--- src/cblc_regs.svh ---
// register offsets, field positions, reset values and timing counts
// for the clamp and black-level control block; definitions only
`ifndef CBLC_REGS_SVH
`define CBLC_REGS_SVH
`define CBLC_OFF_MISC 8'h13
`define CBLC_OFF_START_HI 8'h14
`define CBLC_OFF_START_LO 8'h15
`define CBLC_OFF_WIDTH 8'h16
`define CBLC_OFF_LOOP 8'h17
`define CBLC_OFF_STATUS 8'h20
`define CBLC_OFF_DAC_STAGE 8'h21
`define CBLC_OFF_DAC_LIVE 8'h22
`define CBLC_RST_MISC 8'h04
`define CBLC_RST_START_HI 8'h00
`define CBLC_RST_START_LO 8'h03
`define CBLC_RST_WIDTH 8'h10
`define CBLC_RST_LOOP 8'h40
`define CBLC_RST_DAC 8'h80
`define CBLC_BIT_PIN_DIS 3
`define CBLC_BIT_FUNC_LO 4
`define CBLC_BIT_XCLK_HALF 6
`define CBLC_BIT_XCLK_DIS 7
`define CBLC_BIT_LOOP_DIS 0
`define CBLC_BIT_PIXW_LO 2
`define CBLC_BIT_BW_LO 4
`define CBLC_BIT_RESTORE_EN 0
`define CBLC_MISC_WMASK 8'hFB
`define CBLC_LOOP_WMASK 8'h7D
`define CBLC_WIDTH_MIN 8'h02
`define CBLC_BW_BASE 5
`define CBLC_PIXW_BASE 4
`define CBLC_DELAY_MS 100
`define CBLC_CLK_MHZ 250
`define CBLC_DELAY_CYC (`CBLC_DELAY_MS * 1000 * `CBLC_CLK_MHZ)
`endif

--- src/cblc_pkg.sv ---
// types shared by the clamp and black-level control block
// assumes cblc_regs.svh is available on the include path
package cblc_pkg;
  typedef enum logic [1:0] {
    CBLC_FN_SAMPLE_CLOCK_INVERSION = 2'h0,
    CBLC_FN_CLAMP = 2'h1,
    CBLC_FN_COAST = 2'h2,
    CBLC_FN_EXTERNAL_PIXEL_CLOCK = 2'h3
  } cblc_func_type;

  typedef enum logic [1:0] {
    CBLC_IDLE,
    CBLC_WAIT_START,
    CBLC_ACTIVE
  } cblc_line_type;

  typedef struct packed {
    logic read;
    logic write;
    logic [7:0] address;
    logic [31:0] writedata;
  } cblc_bus_req_type;

  typedef struct packed {
    logic [31:0] readdata;
    logic waitrequest;
  } cblc_bus_rsp_type;

  typedef struct packed {
    logic restore_clamp;
    logic average_active;
    logic average_start;
    logic dac_load;
    logic clock_invert;
    logic ext_coast;
    logic ext_external_pixel_clock;
    logic crystal_clock_output;
  } cblc_out_type;
endpackage

--- src/cblc_top.sv ---
// clamp and black-level control: internal or external clamp pulse, dc
// restore, black-level averaging window, offset dac load, pin function
// select and crystal clock output. assumes hsync_in, pin inputs and
// pixel_tick are synchronous to clk; one pixel per pixel_tick.
`include "cblc_regs.svh"
`timescale 1ns/100ps
`default_nettype none

module cblc_top #(
  parameter int unsigned DELAY_CYC = `CBLC_DELAY_CYC
) (
  input wire logic clk,
  input wire logic rst_b,
  input wire cblc_pkg::cblc_bus_req_type bus_req,
  output cblc_pkg::cblc_bus_rsp_type bus_rsp,
  input wire logic hsync_in,
  input wire logic pixel_tick,
  input wire logic crystal_clock_in,
  input wire logic multipurpose_input_pin,
  output cblc_pkg::cblc_out_type ctl_out,
  output logic [7:0] offset_dac,
  output logic [12:0] loop_time_constant
);

  typedef struct packed {
    logic [7:0] misc;
    logic [7:0] start_hi;
    logic [7:0] start_lo;
    logic [7:0] width;
    logic [7:0] loop;
    logic restore_en;
    logic [7:0] dac_stage;
    logic [7:0] dac_live;
    logic dac_pending;
    logic [31:0] delay_cnt;
    logic hs_d;
    logic pin_d;
    logic xclk_d;
    logic xclk_div;
    cblc_pkg::cblc_line_type line;
    logic [12:0] pix_cnt;
    logic [7:0] rest_cnt;
    logic [7:0] avg_cnt;
    logic ack;
    cblc_pkg::cblc_bus_rsp_type rsp;
    cblc_pkg::cblc_out_type out;
    logic [12:0] tconst;
  } cblc_state_type;

  cblc_state_type state_reg;
  cblc_state_type state_next;

  logic pin_level;
  logic [12:0] start_count;
  cblc_pkg::cblc_func_type func;
  logic ext_clamp_mode;
  logic clamp_pulse;
  logic [7:0] avg_len;
  logic [2:0] bw;
  logic stage_write;

  assign pin_level = multipurpose_input_pin
    & ~state_reg.misc[`CBLC_BIT_PIN_DIS];
  assign func = cblc_pkg::cblc_func_type'(
    state_reg.misc[`CBLC_BIT_FUNC_LO +: 2]);
  assign ext_clamp_mode = (func == cblc_pkg::CBLC_FN_CLAMP);
  assign start_count = {state_reg.start_hi[4:0],
    state_reg.start_lo};
  assign bw = state_reg.loop[`CBLC_BIT_BW_LO +: 3];
  assign stage_write = bus_req.write && !state_reg.ack
    && bus_req.address == `CBLC_OFF_DAC_STAGE;
  assign avg_len = 8'(8'h01 << (`CBLC_PIXW_BASE
    + state_reg.loop[`CBLC_BIT_PIXW_LO +: 2]));

  // internal clamp fires when the pixel count reaches the start point
  always_comb
  begin
    if (ext_clamp_mode)
      clamp_pulse = pin_level & ~state_reg.pin_d;
    else
      clamp_pulse = (state_reg.line == cblc_pkg::CBLC_WAIT_START)
        && pixel_tick && (state_reg.pix_cnt == start_count);
  end

  always_comb
  begin
    state_next = state_reg;
    state_next.hs_d = hsync_in;
    state_next.pin_d = pin_level;
    state_next.ack = 1'b0;
    state_next.rsp.waitrequest = 1'b1;
    state_next.out.average_start = 1'b0;
    state_next.out.dac_load = 1'b0;

    // bus: one wait cycle, answer on the second edge
    if ((bus_req.read || bus_req.write) && !state_reg.ack)
    begin
      state_next.ack = 1'b1;
      state_next.rsp.waitrequest = 1'b0;
      state_next.rsp.readdata = 32'h0;
      unique case (bus_req.address)
        `CBLC_OFF_MISC:
          state_next.rsp.readdata[7:0] = state_reg.misc;
        `CBLC_OFF_START_HI:
          state_next.rsp.readdata[7:0] = state_reg.start_hi;
        `CBLC_OFF_START_LO:
          state_next.rsp.readdata[7:0] = state_reg.start_lo;
        `CBLC_OFF_WIDTH:
          state_next.rsp.readdata[7:0] = state_reg.width;
        `CBLC_OFF_LOOP:
          state_next.rsp.readdata[7:0] = state_reg.loop;
        `CBLC_OFF_STATUS:
          state_next.rsp.readdata[7:0] = {4'h0, state_reg.dac_pending,
            state_reg.out.average_active, state_reg.out.restore_clamp,
            state_reg.restore_en};
        `CBLC_OFF_DAC_STAGE:
          state_next.rsp.readdata[7:0] = state_reg.dac_stage;
        `CBLC_OFF_DAC_LIVE:
          state_next.rsp.readdata[7:0] = state_reg.dac_live;
        default:
          state_next.rsp.readdata = 32'h0;
      endcase
      if (bus_req.write)
      begin
        state_next.rsp.readdata = 32'h0;
        unique case (bus_req.address)
          `CBLC_OFF_MISC:
            state_next.misc = bus_req.writedata[7:0] & `CBLC_MISC_WMASK;
          `CBLC_OFF_START_HI:
            state_next.start_hi = {3'h0, bus_req.writedata[4:0]};
          `CBLC_OFF_START_LO:
            state_next.start_lo = bus_req.writedata[7:0];
          `CBLC_OFF_WIDTH:
            state_next.width = bus_req.writedata[7:0];
          `CBLC_OFF_LOOP:
            state_next.loop = bus_req.writedata[7:0] & `CBLC_LOOP_WMASK;
          `CBLC_OFF_STATUS:
            state_next.restore_en =
              bus_req.writedata[`CBLC_BIT_RESTORE_EN];
          `CBLC_OFF_DAC_STAGE:
          begin
            state_next.dac_stage = bus_req.writedata[7:0];
            state_next.dac_pending = 1'b1;
            state_next.delay_cnt = 32'h0;
          end
          default:
            state_next.rsp.readdata = 32'h0;
        endcase
      end
    end

    // line timing from hsync trailing edge
    if (state_reg.hs_d && !hsync_in)
    begin
      state_next.line = cblc_pkg::CBLC_WAIT_START;
      state_next.pix_cnt = 13'h0;
    end
    else if (pixel_tick)
    begin
      unique case (state_reg.line)
        cblc_pkg::CBLC_IDLE:
          state_next.line = cblc_pkg::CBLC_IDLE;
        cblc_pkg::CBLC_WAIT_START:
        begin
          state_next.pix_cnt = 13'(state_reg.pix_cnt + 13'h1);
          if (clamp_pulse)
            state_next.line = cblc_pkg::CBLC_ACTIVE;
        end
        cblc_pkg::CBLC_ACTIVE:
          if (!state_reg.out.restore_clamp
              && !state_reg.out.average_active)
            state_next.line = cblc_pkg::CBLC_IDLE;
      endcase
    end

    // restore pulse and averaging window, both counted in pixels
    if (clamp_pulse)
    begin
      state_next.out.dac_load = 1'b1;
      state_next.dac_live = state_reg.dac_stage;
      state_next.dac_pending = 1'b0;
      if (state_reg.restore_en && state_reg.width >= `CBLC_WIDTH_MIN)
      begin
        state_next.out.restore_clamp = 1'b1;
        state_next.rest_cnt = state_reg.width;
      end
      if (!state_reg.loop[`CBLC_BIT_LOOP_DIS])
      begin
        state_next.out.average_start = 1'b1;
        state_next.out.average_active = 1'b1;
        state_next.avg_cnt = avg_len;
      end
    end
    else if (pixel_tick)
    begin
      if (state_reg.out.restore_clamp)
      begin
        state_next.rest_cnt = 8'(state_reg.rest_cnt - 8'h01);
        if (state_reg.rest_cnt == 8'h01)
          state_next.out.restore_clamp = 1'b0;
      end
      if (state_reg.out.average_active)
      begin
        state_next.avg_cnt = 8'(state_reg.avg_cnt - 8'h01);
        if (state_reg.avg_cnt == 8'h01)
          state_next.out.average_active = 1'b0;
      end
    end
    if (state_reg.loop[`CBLC_BIT_LOOP_DIS])
      state_next.out.average_active = 1'b0;

    // pending writes reach the dac within the delay without a clamp
    if (state_reg.dac_pending && !clamp_pulse)
    begin
      state_next.delay_cnt = state_reg.delay_cnt + 32'h1;
      if (state_reg.delay_cnt >= DELAY_CYC - 1)
      begin
        state_next.dac_live = state_reg.dac_stage;
        state_next.dac_pending = 1'b0;
        state_next.out.dac_load = 1'b1;
      end
    end

    // a new staged value outlives a clamp or timeout in the same cycle
    if (stage_write)
    begin
      state_next.dac_pending = 1'b1;
      state_next.delay_cnt = 32'h0;
    end

    state_next.tconst = 13'(13'h1 << (`CBLC_BW_BASE + bw));

    state_next.out.clock_invert =
      (func == cblc_pkg::CBLC_FN_SAMPLE_CLOCK_INVERSION) & pin_level;
    state_next.out.ext_coast = (func == cblc_pkg::CBLC_FN_COAST) & pin_level;
    state_next.out.ext_external_pixel_clock =
      (func == cblc_pkg::CBLC_FN_EXTERNAL_PIXEL_CLOCK) & pin_level;

    // crystal output: divide on rising edges of the sampled crystal
    state_next.xclk_d = crystal_clock_in;
    if (crystal_clock_in && !state_reg.xclk_d)
      state_next.xclk_div = ~state_reg.xclk_div;
    if (state_reg.misc[`CBLC_BIT_XCLK_DIS])
      state_next.out.crystal_clock_output = 1'b0;
    else if (state_reg.misc[`CBLC_BIT_XCLK_HALF])
      state_next.out.crystal_clock_output = state_reg.xclk_div;
    else
      state_next.out.crystal_clock_output = crystal_clock_in;
  end

  always_ff @(posedge clk or negedge rst_b)
  begin
    if (!rst_b)
    begin
      state_reg <= '0;
      state_reg.misc <= `CBLC_RST_MISC;
      state_reg.start_hi <= `CBLC_RST_START_HI;
      state_reg.start_lo <= `CBLC_RST_START_LO;
      state_reg.width <= `CBLC_RST_WIDTH;
      state_reg.loop <= `CBLC_RST_LOOP;
      state_reg.dac_stage <= `CBLC_RST_DAC;
      state_reg.dac_live <= `CBLC_RST_DAC;
      state_reg.restore_en <= 1'b1;
      state_reg.line <= cblc_pkg::CBLC_IDLE;
      state_reg.rsp.waitrequest <= 1'b1;
      state_reg.tconst <= 13'h0200;
    end
    else
      state_reg <= state_next;
  end

  assign bus_rsp = state_reg.rsp;
  assign ctl_out = state_reg.out;
  assign offset_dac = state_reg.dac_live;
  assign loop_time_constant = state_reg.tconst;
endmodule // cblc_top

`default_nettype wire

--- config.mk ---
export PLATFORM = sky130hd
export DESIGN_NAME = cblc_top
export DESIGN_NICKNAME = d
export VERILOG_FILES = /design/src/cblc_pkg.sv /design/src/cblc_top.sv
export VERILOG_INCLUDE_DIRS = /design/src /design/src/src
export SDC_FILE = /design/constraint.sdc
export NUM_CORES = 1
export LEC_CHECK = 0
export ABC_AREA = 1
export ABC_CLOCK_PERIOD_IN_PS = 2300
export BUFFER_PORTS_ARGS = -buffer_cell sky130_fd_sc_hd__buf_4
export CORE_MARGIN = 10
export CORE_UTILIZATION = 40
export DETAILED_ROUTE_END_ITERATION = 8
export GPL_TIMING_DRIVEN = 0
export PLACE_DENSITY = 0.7
export SYNTH_ARGS = -nofsm -noshare
export SYNTH_HDL_FRONTEND = slang
export SYNTH_SLANG_ARGS = --single-unit
--- constraint.sdc ---
create_clock -name clk -period 2.3 [get_ports clk]
set_input_delay 0.46 -clock clk [delete_from_list [all_inputs] [get_ports clk]]
set_output_delay 0.46 -clock clk [all_outputs]
set_load 0.05 [all_outputs]
Yosys cells after proc, flatten, opt, wreduce, memory -nomap -nowiden:

Index checks and enable logic that the tools add are counted.

* add/subtract/negate cells: 6
* $mul: 0
* divide/modulo/power cells: 0
* $lt $le $gt $ge: 2
* eq/ne operators: 20
* shift operators: 2
* muxes and demuxes: 37
* bitwise operators: 8
* reductions and logical operators: 41

Operators with widths (count)
* $mux 33: 4
* $pmux 8 s8: 1
* $mux 41: 1
* $eq 8x5->1 const B: 5
* $mux 8: 5
* $mux 34: 1
* $reduce_and 3->1: 11
* $add 32x1->32 const B: 1
* $ge 32x25->1 const B: 1
* $mux 16: 2
* $mux 15: 2
* $eq 8x6->1 const B: 3
* $mux 9: 2
* $eq 8x1->1 const B: 2
* $sub 8x1->8 const B: 2
* $add 13x1->13 const B: 1
* $eq 13x13->1: 1
* $mux 13: 1
* $shl 1x4->13 const A: 1
* $mux 2: 6
* $reduce_bool 3->1: 4
* $mux 1: 11
* $logic_and 1x1->1: 10
* $reduce_bool 2->1: 5
* 17 further kinds: 33

* flip-flop bits (word level): 175
* latch bits: 0
* bits in writable memories: 0
* memory bits (read-only): 0
* input port bits: 48
* output and inout bits: 62
* logic and storage cells: 146
* memories kept: 0

Logic depth before layout (Yosys ltp):

Gate-level depths: netlist (run 1).

* word-level depth: 8
* depth in mapped cells: 15
* mapped depth without buffers: 12

Least setup slack after synthesis (run 1):

No wires, ideal clock.

* kind: input to register
* start: input pixel_tick
* end: register state_reg[56] (netlist name)
* library setup time: 0.119 ns
* data arrival time: 1.638 ns
* required time: 2.181 ns
* setup slack: 0.543 ns
* stages: 13
* buffers on the path: 4
* cell sequence: buf_4 -> nand3_4 -> nor2_1 -> nand2_1 -> nor2_1 -> nand2_1 -> buf_6 -> nand2_4 -> buf_6 -> nand2_2 -> buf_6 -> nand3_1 -> nand2_1

* longest elaborated chain between the ends: 5
* elaborated cells between the ends (all ways): 8
* classes of those cells: eq/ne: 1; mux: 2; reduce/logical: 5

RTL lines
* from (decl): RTL line cblc_top.sv:17 `input wire logic pixel_tick,`
* $logic_and 1x1->1 (2 in a row): RTL line cblc_top.sv:82 `&& pixel_tick && (state_reg.pix_cnt == start_count);`
* $mux 1: RTL line cblc_top.sv:78 `if (ext_clamp_mode)`
* $ne 2x2->1 (no line) / $reduce_bool 2->1 (equally long branches)
* $reduce_and 3->1 (no line)
* to (signal assigned): RTL line cblc_top.sv:269 `state_reg <= state_next;`
* to (decl): RTL line cblc_top.sv:50 `cblc_state_type state_reg;`

Several ways; a longest one is shown, not always the timed one.
A chain may end at the register's enable or synchronous reset.

==> run_results.csv, run 1 <==
group,metric,value,unit
outcome,status,"finished clean",
layout,fin_util,48.1,%
power,powerDensity,789,mW/mm^2
critical_path,required,2670,ps
yosys,synth_seq_cells,151,
clocking,hold_buffers,0,
critical_path,critPathCapture,"offset_dac[3]",
run,drv_cap,0,
layout,layout.area.seq,0.00379,mm^2
timing,hold_violations,0,
route,drc,0,
floorplan,die_h,167,um
route,vias_per_cell,4.84,
clocking,cts_tree,"done",
route,antenna_left,0,
global_route,grt_max_degree,84,
floorplan,initial_core_util,40.9,%
floorplan,rows,53,
power,cellLeakagePower,5.20,nW
yosys,synth.cell_area,0.00862,mm^2
global_route,grt_pass1_vias,7325,
critical_path,worstSetupStartpoint,"state_reg[90]",
yosys,yosys-top-cells-area,"dfrtp_1 41%, nand2_1 19%, nor2_1 5.8%",
power,ir_drop,0.000489,V
clocking,cts_buffer_depth,2,
timing,max_freq,0.471,GHz
clocking,clk_latency,440,ps
yosys,yosysMostFrequentCell,"nand2_1",
critical_path,rr_startpoint,"state_reg[90]",
yosys,ys_dominant_reg_cell,"dfrtp_1",
layout,largest_reg_flops,95,
layout,layout-drive-gt1-share,14.5,%
global_route,grt-ovfl-total,0,
layout,nNetsFinal,1366,
timing,rsz0062_at_grt,"false",
layout,fill_cells,2060,
route,drt_iter0_drc,556,
layout,multi_input_area,0.00387,mm^2
floorplan,die_area,0.0278,mm^2
timing,worstMarginPinSlew,731,ps
timing,tns,0,ps
timing,slew_headroom,51.1,%
timing,drv_slew,0,
critical_path,reg2reg_slack,180,ps
power,finalPower,8.02,mW
global_route,grtUsageTotal,16.4,%
floorplan,fp.dieW,167,um
clocking,numCtsBuffers,17,
yosys,synthCells,1204,
floorplan,core,0.0211,mm^2
yosys,synth-async-reset-ratio,100,%
critical_path,path_class,"reg -> reg",
min_path,hp-class,"in -> async",
critical_path,crit_fanout,9,
critical_path,arrival,2490,ps
timing,finalClockSkew,11.9,ps
timing,setup_viol,0,
route,wire_per_inst,14.2,um
clocking,cts_root_buf,"clkbuf_16",
yosys,syn_avg_cell_area,7.16,um^2
yosys,synthTopCellsByCount,"438 x nand2_1, 141 x dfrtp_1, 132 x nor2_1, 122 x inv_1, 81 x o21ai_0",
critical_path,critPathLaunchType,"flip-flop",
route,num_vias,7751,
critical_path,reg2regPathDepth,11,
clocking,htreeDepth,4,
yosys,synth_edf_count,0,
route,firstDrtPassIters,6,
route,wl,22700,um
placed_design,gp_congestion,0.968,
critical_path,worst_setup_path_end_kind,"flip-flop",
floorplan,ios,110,
layout,diodes,0,
clocking,cts.sinks,151,
yosys,synth_area_leader_cell,"dfrtp_1",
clocking,cts.clk_slew.worst_paths,60,ps
yosys,synth_warnings,0,
timing,fin_crit,2120,ps
yosys,synth_cell_types,34,
global_route,grt_pass1_wl,37900,um
yosys,synth_seq_area_share,44.0,%
yosys,synth_top_area_share,41.0,%
timing,layout_worst_path_cycle_share,92.3,%
critical_path,r2r-end,"offset_dac[3]",
placed_design,dp_hpwl,17000,um
layout,synthToLayoutAreaGrowth,17.8,%
placed_design,io_buffers,60,
clocking,cts_setup_buffers,0,
clocking,cts_resized,0,
global_route,antenna_found_initial,0,
-- layout make-up --
cell class / count / share of cell area, %
clock inverters: 14 / 1.61
plain buffers: 82 / 5.72
well taps: 275 / 3.39
multi-input cells: 870 / 38.1
repair buffers: 61 / 4.74
clock buffers: 18 / 4.33
flip-flops and latches: 151 / 37.3
inverters: 129 / 4.77
-- cells by family after synthesis --
logic type | after synthesis | share of synthesized area [%]
simple gates | 702 | 33.6
buf+inv | 211 | 12.4
flops | 151 | 44.0
compound gates | 105 | 6.29
xor+xnor | 27 | 2.74
fa+ha+maj | 6 | 0.871
other cells | 1 | 0.0435
mux | 1 | 0.116
-- power by group --
| group | leakage [nW] | internal, mW | total [mW] | switching (mW) |
|---|---|---|---|---|
| clock network | 0.291 | 1.66 | 2.88 | 1.22 |
| registers | 2.01 | 2.91 | 3.14 | 0.225 |
| logic | 2.90 | 0.750 | 2.00 | 1.25 |
-- critical path, cell delays in order (launching register included) --
cell,delay (ps)
dfrtp_1,390
ha_1,250
nand3_1,210
nor2_2,340
nand2_1,90
nand3_1,90
nand3_1,70
nand2_1,130
nand2_2,150
nand2_2,200
nand2_1,70
nand2_1,70
-- routing by layer --
metal	vias to the layer above	GRT usage, %	part of all wire (%)
met5	-	0	0
met4	0	4.43	1.5
met3	29	3.84	7.1
met2	221	25.5	45
met1	3602	22.3	46
li1	3899	-	-
-- layout by cell type (no fill, tap or decap), drive strengths merged, types with 8 or more instances in the layout --
cell and instances:
nor2 132, clkinv 8, buf 133, dfstp 10, nand2 445, clkbuf 28, conb 29, a21oi 16
nand3 80, inv 131, nor3 21, xor2 22, nand4 12, o21ai 81, dfrtp 141
-- per-stage QoR --
step	cell area (um^2)	setup WS, ps	std cells	hold slack [ps]
after detailed placement	9550	19.8	1568	445
after global routing	10200	14.8	1600	79.4
after global placement	9520	-19.5	1567	441
after CTS	10100	55.6	1600	70.7
after floorplan	8720	543	1232	164
final	10200	177	1600	40.8
-- worst min path at each step --
| stage | depth (start not counted) | to | from | slack [ps] |
|---|---|---|---|---|
| after floorplan | 0 | bus_rsp[1] | rst_b | 160 |
| after global placement | 2 | state_reg[174] | state_reg[174] | 440 |
| after detailed placement | 2 | state_reg[174] | state_reg[174] | 440 |
| after CTS | 1 | loop_time_constant[5] | rst_b | 70 |
| after global routing | 1 | loop_time_constant[3] | rst_b | 80 |
| final | 1 | loop_time_constant[3] | rst_b | 40 |
(Power assumes the default switching activity.)
==> run 2: changes to the inputs <==
--- a/config.mk
+++ b/config.mk
@@ -7,13 +7,14 @@
 export NUM_CORES = 1
 export LEC_CHECK = 0
 export ABC_AREA = 1
-export ABC_CLOCK_PERIOD_IN_PS = 2300
+export ABC_CLOCK_PERIOD_IN_PS = 2700
 export BUFFER_PORTS_ARGS = -buffer_cell sky130_fd_sc_hd__buf_4
 export CORE_MARGIN = 10
 export CORE_UTILIZATION = 40
 export DETAILED_ROUTE_END_ITERATION = 8
 export GPL_TIMING_DRIVEN = 0
 export PLACE_DENSITY = 0.7
+export RECOVER_POWER = 50
 export SYNTH_ARGS = -nofsm -noshare
 export SYNTH_HDL_FRONTEND = slang
 export SYNTH_SLANG_ARGS = --single-unit
==> constraint.sdc (replaced) <==
create_clock -name clk -period 2.7 [get_ports clk]
set_input_delay 0.54 -clock clk [delete_from_list [all_inputs] [get_ports clk]]
set_output_delay 0.54 -clock clk [all_outputs]
set_load 0.05 [all_outputs]
==> run_results.csv, run 2 (synthesis gave the netlist of run 1 again) <==
group,metric,value,unit
outcome,status,"finished, violations left",
outcome,failed_checks,"capacitance limit, slew limit",
critical_path,rr_startpoint,"state_reg[90]",
clocking,cts_setup_buffers,0,
critical_path,slowest_stage,"nor2_1",
run,drv_cap,1,
timing,drv_slew,70,
clocking,cts_root_buf,"clkbuf_16",
critical_path,crit_fanout,9,
floorplan,fp.dieW,167,um
global_route,grt-ovfl-total,0,
power,ir_drop,0.000414,V
global_route,grt_max_degree,84,
route,num_vias,7775,
critical_path,reg2regPathDepth,11,
layout,multi_input_area,0.00386,mm^2
clocking,htreeDepth,4,
floorplan,core,0.0211,mm^2
timing,max_freq,0.433,GHz
critical_path,cpPeakStageDelay,510,ps
power,powerDensity,674,mW/mm^2
timing,slew_headroom,-16.2,%
layout,nNetsFinal,1366,
power,finalPower,6.82,mW
placed_design,gp_congestion,0.968,
layout,layout_common_cells,"438 x nand2_1, 141 x dfrtp_1, 132 x nor2_1",
critical_path,r2r-end,"offset_dac[3]",
timing,setup_viol,0,
critical_path,path_class,"reg -> reg",
route,wl,22800,um
floorplan,rows,53,
layout,layout.area.seq,0.00379,mm^2
route,wire_per_inst,14.3,um
clocking,cts.sinks,151,
route,firstDrtPassIters,5,
clocking,cts_tree,"done",
timing,hold_violations,0,
global_route,grt_pass1_wl,37900,um
placed_design,dp_hpwl,17000,um
clocking,cts_resized,0,
min_path,hold_depth,1,
critical_path,arrival,2670,ps
layout,diodes,0,
clocking,hold_buffers,0,
route,drt_iter0_drc,563,
critical_path,worst_setup_path_end_kind,"flip-flop",
timing,fin_crit,2310,ps
floorplan,initial_core_util,40.9,%
critical_path,critPathLaunchType,"flip-flop",
global_route,grt_pass1_vias,7325,
clocking,cts.clk_slew.worst_paths,70,ps
route,antenna_left,0,
route,drc,0,
timing,tns,0,ps
layout,final_common_cell,"nand2_1",
placed_design,placed_cells,1568,
floorplan,ios,110,
critical_path,required,3070,ps
layout,synthToLayoutAreaGrowth,17.5,%
layout,fin_cells,1600,
global_route,antenna_found_initial,0,
min_path,hp-start,"hsync_in",
placed_design,io_buffers,60,
layout,largest_reg_flops,95,
layout,fill_cells,2063,
floorplan,die_h,167,um
min_path,holdPathEnd,"state_reg[89]",
clocking,cts_buffer_depth,2,
critical_path,reg2reg_slack,390,ps
clocking,clk_latency,440,ps
timing,layout_worst_path_cycle_share,85.5,%
layout,layout-drive-gt1-share,14.3,%
critical_path,critPathMostFrequentCell,"nand2_1",
clocking,numCtsBuffers,17,
global_route,grtUsageTotal,16.4,%
layout,fin_util,48.0,%
timing,worstMarginPinSlew,1740,ps
timing,finalClockSkew,12.9,ps
min_path,hp-class,"in -> reg",
critical_path,worstPathCellList,"ha_1 -> nand3_1 -> nor2_1 -> nand2_1 -> nand3_1 -> nand3_1 -> nand2_1 -> nand2_2 -> nand2_2 -> nand2_1 -> nand2_1",
power,cellLeakagePower,5.19,nW
floorplan,die_area,0.0278,mm^2
critical_path,crit_family,"simple AND/OR/NAND/NOR gates",
route,vias_per_cell,4.86,
timing,rsz0062_at_grt,"false",
critical_path,critPathBufInv,0,
-- run 2: worst reg2reg max path, delay by kind of cell (launching register included) --
kind	cells	cell delay (ps)
AND/OR/NAND/NOR	10	1590
flip-flops	1	390
adder cells (fa/ha/maj)	1	250
-- run 2: per-stage QoR --
step	hold slack [ps]	worst slack, ps	instance area [um^2]
after detailed placement	445	340	9550
after global routing	237	242	10100
final	245	391	10100
after floorplan	244	863	8720
after global placement	441	300	9520
after CTS	151	456	10100
-- run 2: worst max-delay path by stage --
stage               slack (ps)  cells after the start              to           from
floorplan                  860                     13   state_reg[56]     pixel_tick
CTS                        460                     11   offset_dac[3]  state_reg[90]
detailed placement         340                      9  state_reg[120]    bus_req[40]
global route               240                      2   state_reg[73]          rst_b
finish                     390                     11   offset_dac[3]  state_reg[90]
global placement           300                      1      ctl_out[5]          rst_b
-- run 2: cell type report --
| cell class | instances | share of cell area (%) |
|---|---|---|
| tap | 275 | 3.40 |
| buffer | 82 | 5.73 |
| multi-input combinational | 870 | 38.2 |
| clock buffer | 18 | 4.34 |
| timing repair buffer | 61 | 4.50 |
| clock inverter | 14 | 1.62 |
| sequential | 151 | 37.4 |
| inverter | 129 | 4.78 |
-- run 2: report_power, final --
group          internal, mW  switching (mW)
registers              2.48           0.193
clock network          1.41            1.04
logic                 0.635            1.07
total                  4.52            2.30
-- run 2: per-layer routing --
layer	vias to the layer above	part of all wire, %	global-route usage [%]
li1	3902	-	-
met1	3605	46	22.3
met2	238	45	25.5
met3	30	7.1	3.84
met4	0	1.5	4.43
met5	-	0	0
==> run 3: changes to the inputs <==
--- a/config.mk
+++ b/config.mk
@@ -9,11 +9,13 @@
 export ABC_AREA = 1
 export ABC_CLOCK_PERIOD_IN_PS = 2700
 export BUFFER_PORTS_ARGS = -buffer_cell sky130_fd_sc_hd__buf_4
+export CELL_PAD_IN_SITES_DETAIL_PLACEMENT = 0
+export CELL_PAD_IN_SITES_GLOBAL_PLACEMENT = 1
 export CORE_MARGIN = 10
-export CORE_UTILIZATION = 40
+export CORE_UTILIZATION = 46
 export DETAILED_ROUTE_END_ITERATION = 8
 export GPL_TIMING_DRIVEN = 0
-export PLACE_DENSITY = 0.7
+export PLACE_DENSITY = 0.95
 export RECOVER_POWER = 50
 export SYNTH_ARGS = -nofsm -noshare
 export SYNTH_HDL_FRONTEND = slang
==> run_results.csv, run 3 (synthesis gave the netlist of run 1 again) <==
group,metric,value,unit
critical_path,path_class,"reg -> reg",
run,drv_cap,0,
global_route,antenna_found_initial,0,
clocking,cts.sinks,151,
placed_design,dp_hpwl,16500,um
clocking,clk_latency,430,ps
timing,fin_crit,2270,ps
global_route,grt_pass1_wl,36500,um
floorplan,core,0.0182,mm^2
layout,largest_reg_flops,95,
placed_design,gp_congestion,0.917,
power,pwr-share-seq,38.4,%
power,p_sw_share,32.4,%
timing,layout_worst_path_cycle_share,84.2,%
timing,finalClockSkew,9.79,ps
layout,diodes,0,
clocking,hold_buffers,0,
critical_path,worst_setup_path_end_kind,"flip-flop",
power,powerDensity,687,mW/mm^2
route,wl,22000,um
route,firstDrtPassIters,5,
timing,tns,0,ps
floorplan,die_area,0.0246,mm^2
layout,layout.area.seq,0.00379,mm^2
timing,drv_slew,0,
clocking,cts.clk_slew.worst_paths,60,ps
route,antenna_left,0,
power,p_sw,2.25,mW
floorplan,fp.dieW,157,um
outcome,status,"finished clean",
clocking,cts_tree,"done",
clocking,numCtsBuffers,17,
clocking,cts_resized,0,
critical_path,crit_fanout,9,
timing,rsz0062_at_grt,"false",
critical_path,critPathLaunchType,"flip-flop",
power,ir_drop,0.000775,V
route,drc,0,
critical_path,arrival,2640,ps
route,drt_iter0_drc,526,
global_route,grtUsageTotal,18.4,%
global_route,grt_max_degree,99,
timing,worstMarginPinSlew,1390,ps
layout,synthToLayoutAreaGrowth,17.4,%
clocking,cts_setup_buffers,0,
timing,setup_viol,0,
layout,fill_cells,1760,
global_route,grt_pass1_vias,7170,
route,num_vias,7634,
clocking,htreeDepth,4,
route,vias_per_cell,4.92,
layout,multi_input_area,0.00386,mm^2
layout,layout-drive-gt1-share,14.2,%
power,combPwrFrac,24.5,%
floorplan,die_h,157,um
floorplan,rows,49,
floorplan,ios,110,
clocking,cts_root_buf,"clkbuf_16",
min_path,hp-class,"in -> reg",
critical_path,required,3070,ps
timing,hold_violations,0,
global_route,grt-ovfl-total,0,
placed_design,place_ws,312,ps
clocking,cts_buffer_depth,2,
power,internal_power,4.70,mW
route,wire_per_inst,14.2,um
layout,final_common_cell,"nand2_1",
power,power.share.clock,37.2,%
layout,layout_common_cells,"438 x nand2_1, 141 x dfrtp_1, 132 x nor2_1",
timing,max_freq,0.440,GHz
timing,fin_ws,427,ps
placed_design,io_buffers,60,
floorplan,initial_core_util,47.3,%
power,cellLeakagePower,5.21,nW
timing,slew_headroom,7.06,%
layout,nNetsFinal,1366,
-- run 3: per-layer routing --
metal  GRT usage (%)  vias up  wire length, um
met1            25.5     3561            10700
met5               0        -                0
met2            28.6      159             9950
li1                -     3895                -
met3            3.56       19             1100
met4            5.21        0              269
-- run 3: path summary, 6_finish.rpt --
check	endpoint	slack, ps	startpoint	depth (start not counted)
worst min-delay path	state_reg[89]	250	hsync_in	1
max in group asynchronous	start_count[0]	1140	rst_b	2
min in group asynchronous	loop_time_constant[2]	420	rst_b	1
worst max register to register	offset_dac[5]	430	state_reg[90]	11
worst min register to register	state_reg[174]	450	state_reg[174]	2
worst max-delay path	offset_dac[5]	430	state_reg[90]	11
-- run 3: through the flow --
stage,util (%),area [um^2],hold slack [ps],total power [mW],instances
after floorplan,-,8720,244,3.99,1232
final,55.5,10100,253,6.95,1553
after global placement,51.9,9460,440,4.36,1521
after global routing,55.5,10100,242,7.33,1553
after detailed placement,52.1,9490,442,4.40,1522
after CTS,55.6,10100,74.0,7.00,1553
-- run 3: cell type report --
type                       instances  area share [%]
buffer                            82            5.74
clock buffer                      18            4.34
clock inverter                    13            1.92
inverter                         129            4.79
multi-input combinational        870            38.2
sequential                       151            37.5
tap                              229            2.83
timing repair buffer              61            4.66
-- run 3: power by group through the flow --
stage	Combinational, mW	Sequential (mW)	Clock, mW
CTS	1.71	2.66	2.62
global route	1.93	2.70	2.70
floorplan	1.34	2.65	0
detailed placement	1.69	2.70	0
global placement	1.67	2.70	0
finish	1.70	2.66	2.58
-- run 3: worst max-delay path, stage by stage (launching register included) --
cell,delay [ps]
dfrtp_1,400
ha_1,250
nand3_1,190
nor2_1,480
nand2_1,100
nand3_1,100
nand3_1,70
nand2_1,130
nand2_2,150
nand2_2,190
nand2_1,80
nand2_1,60
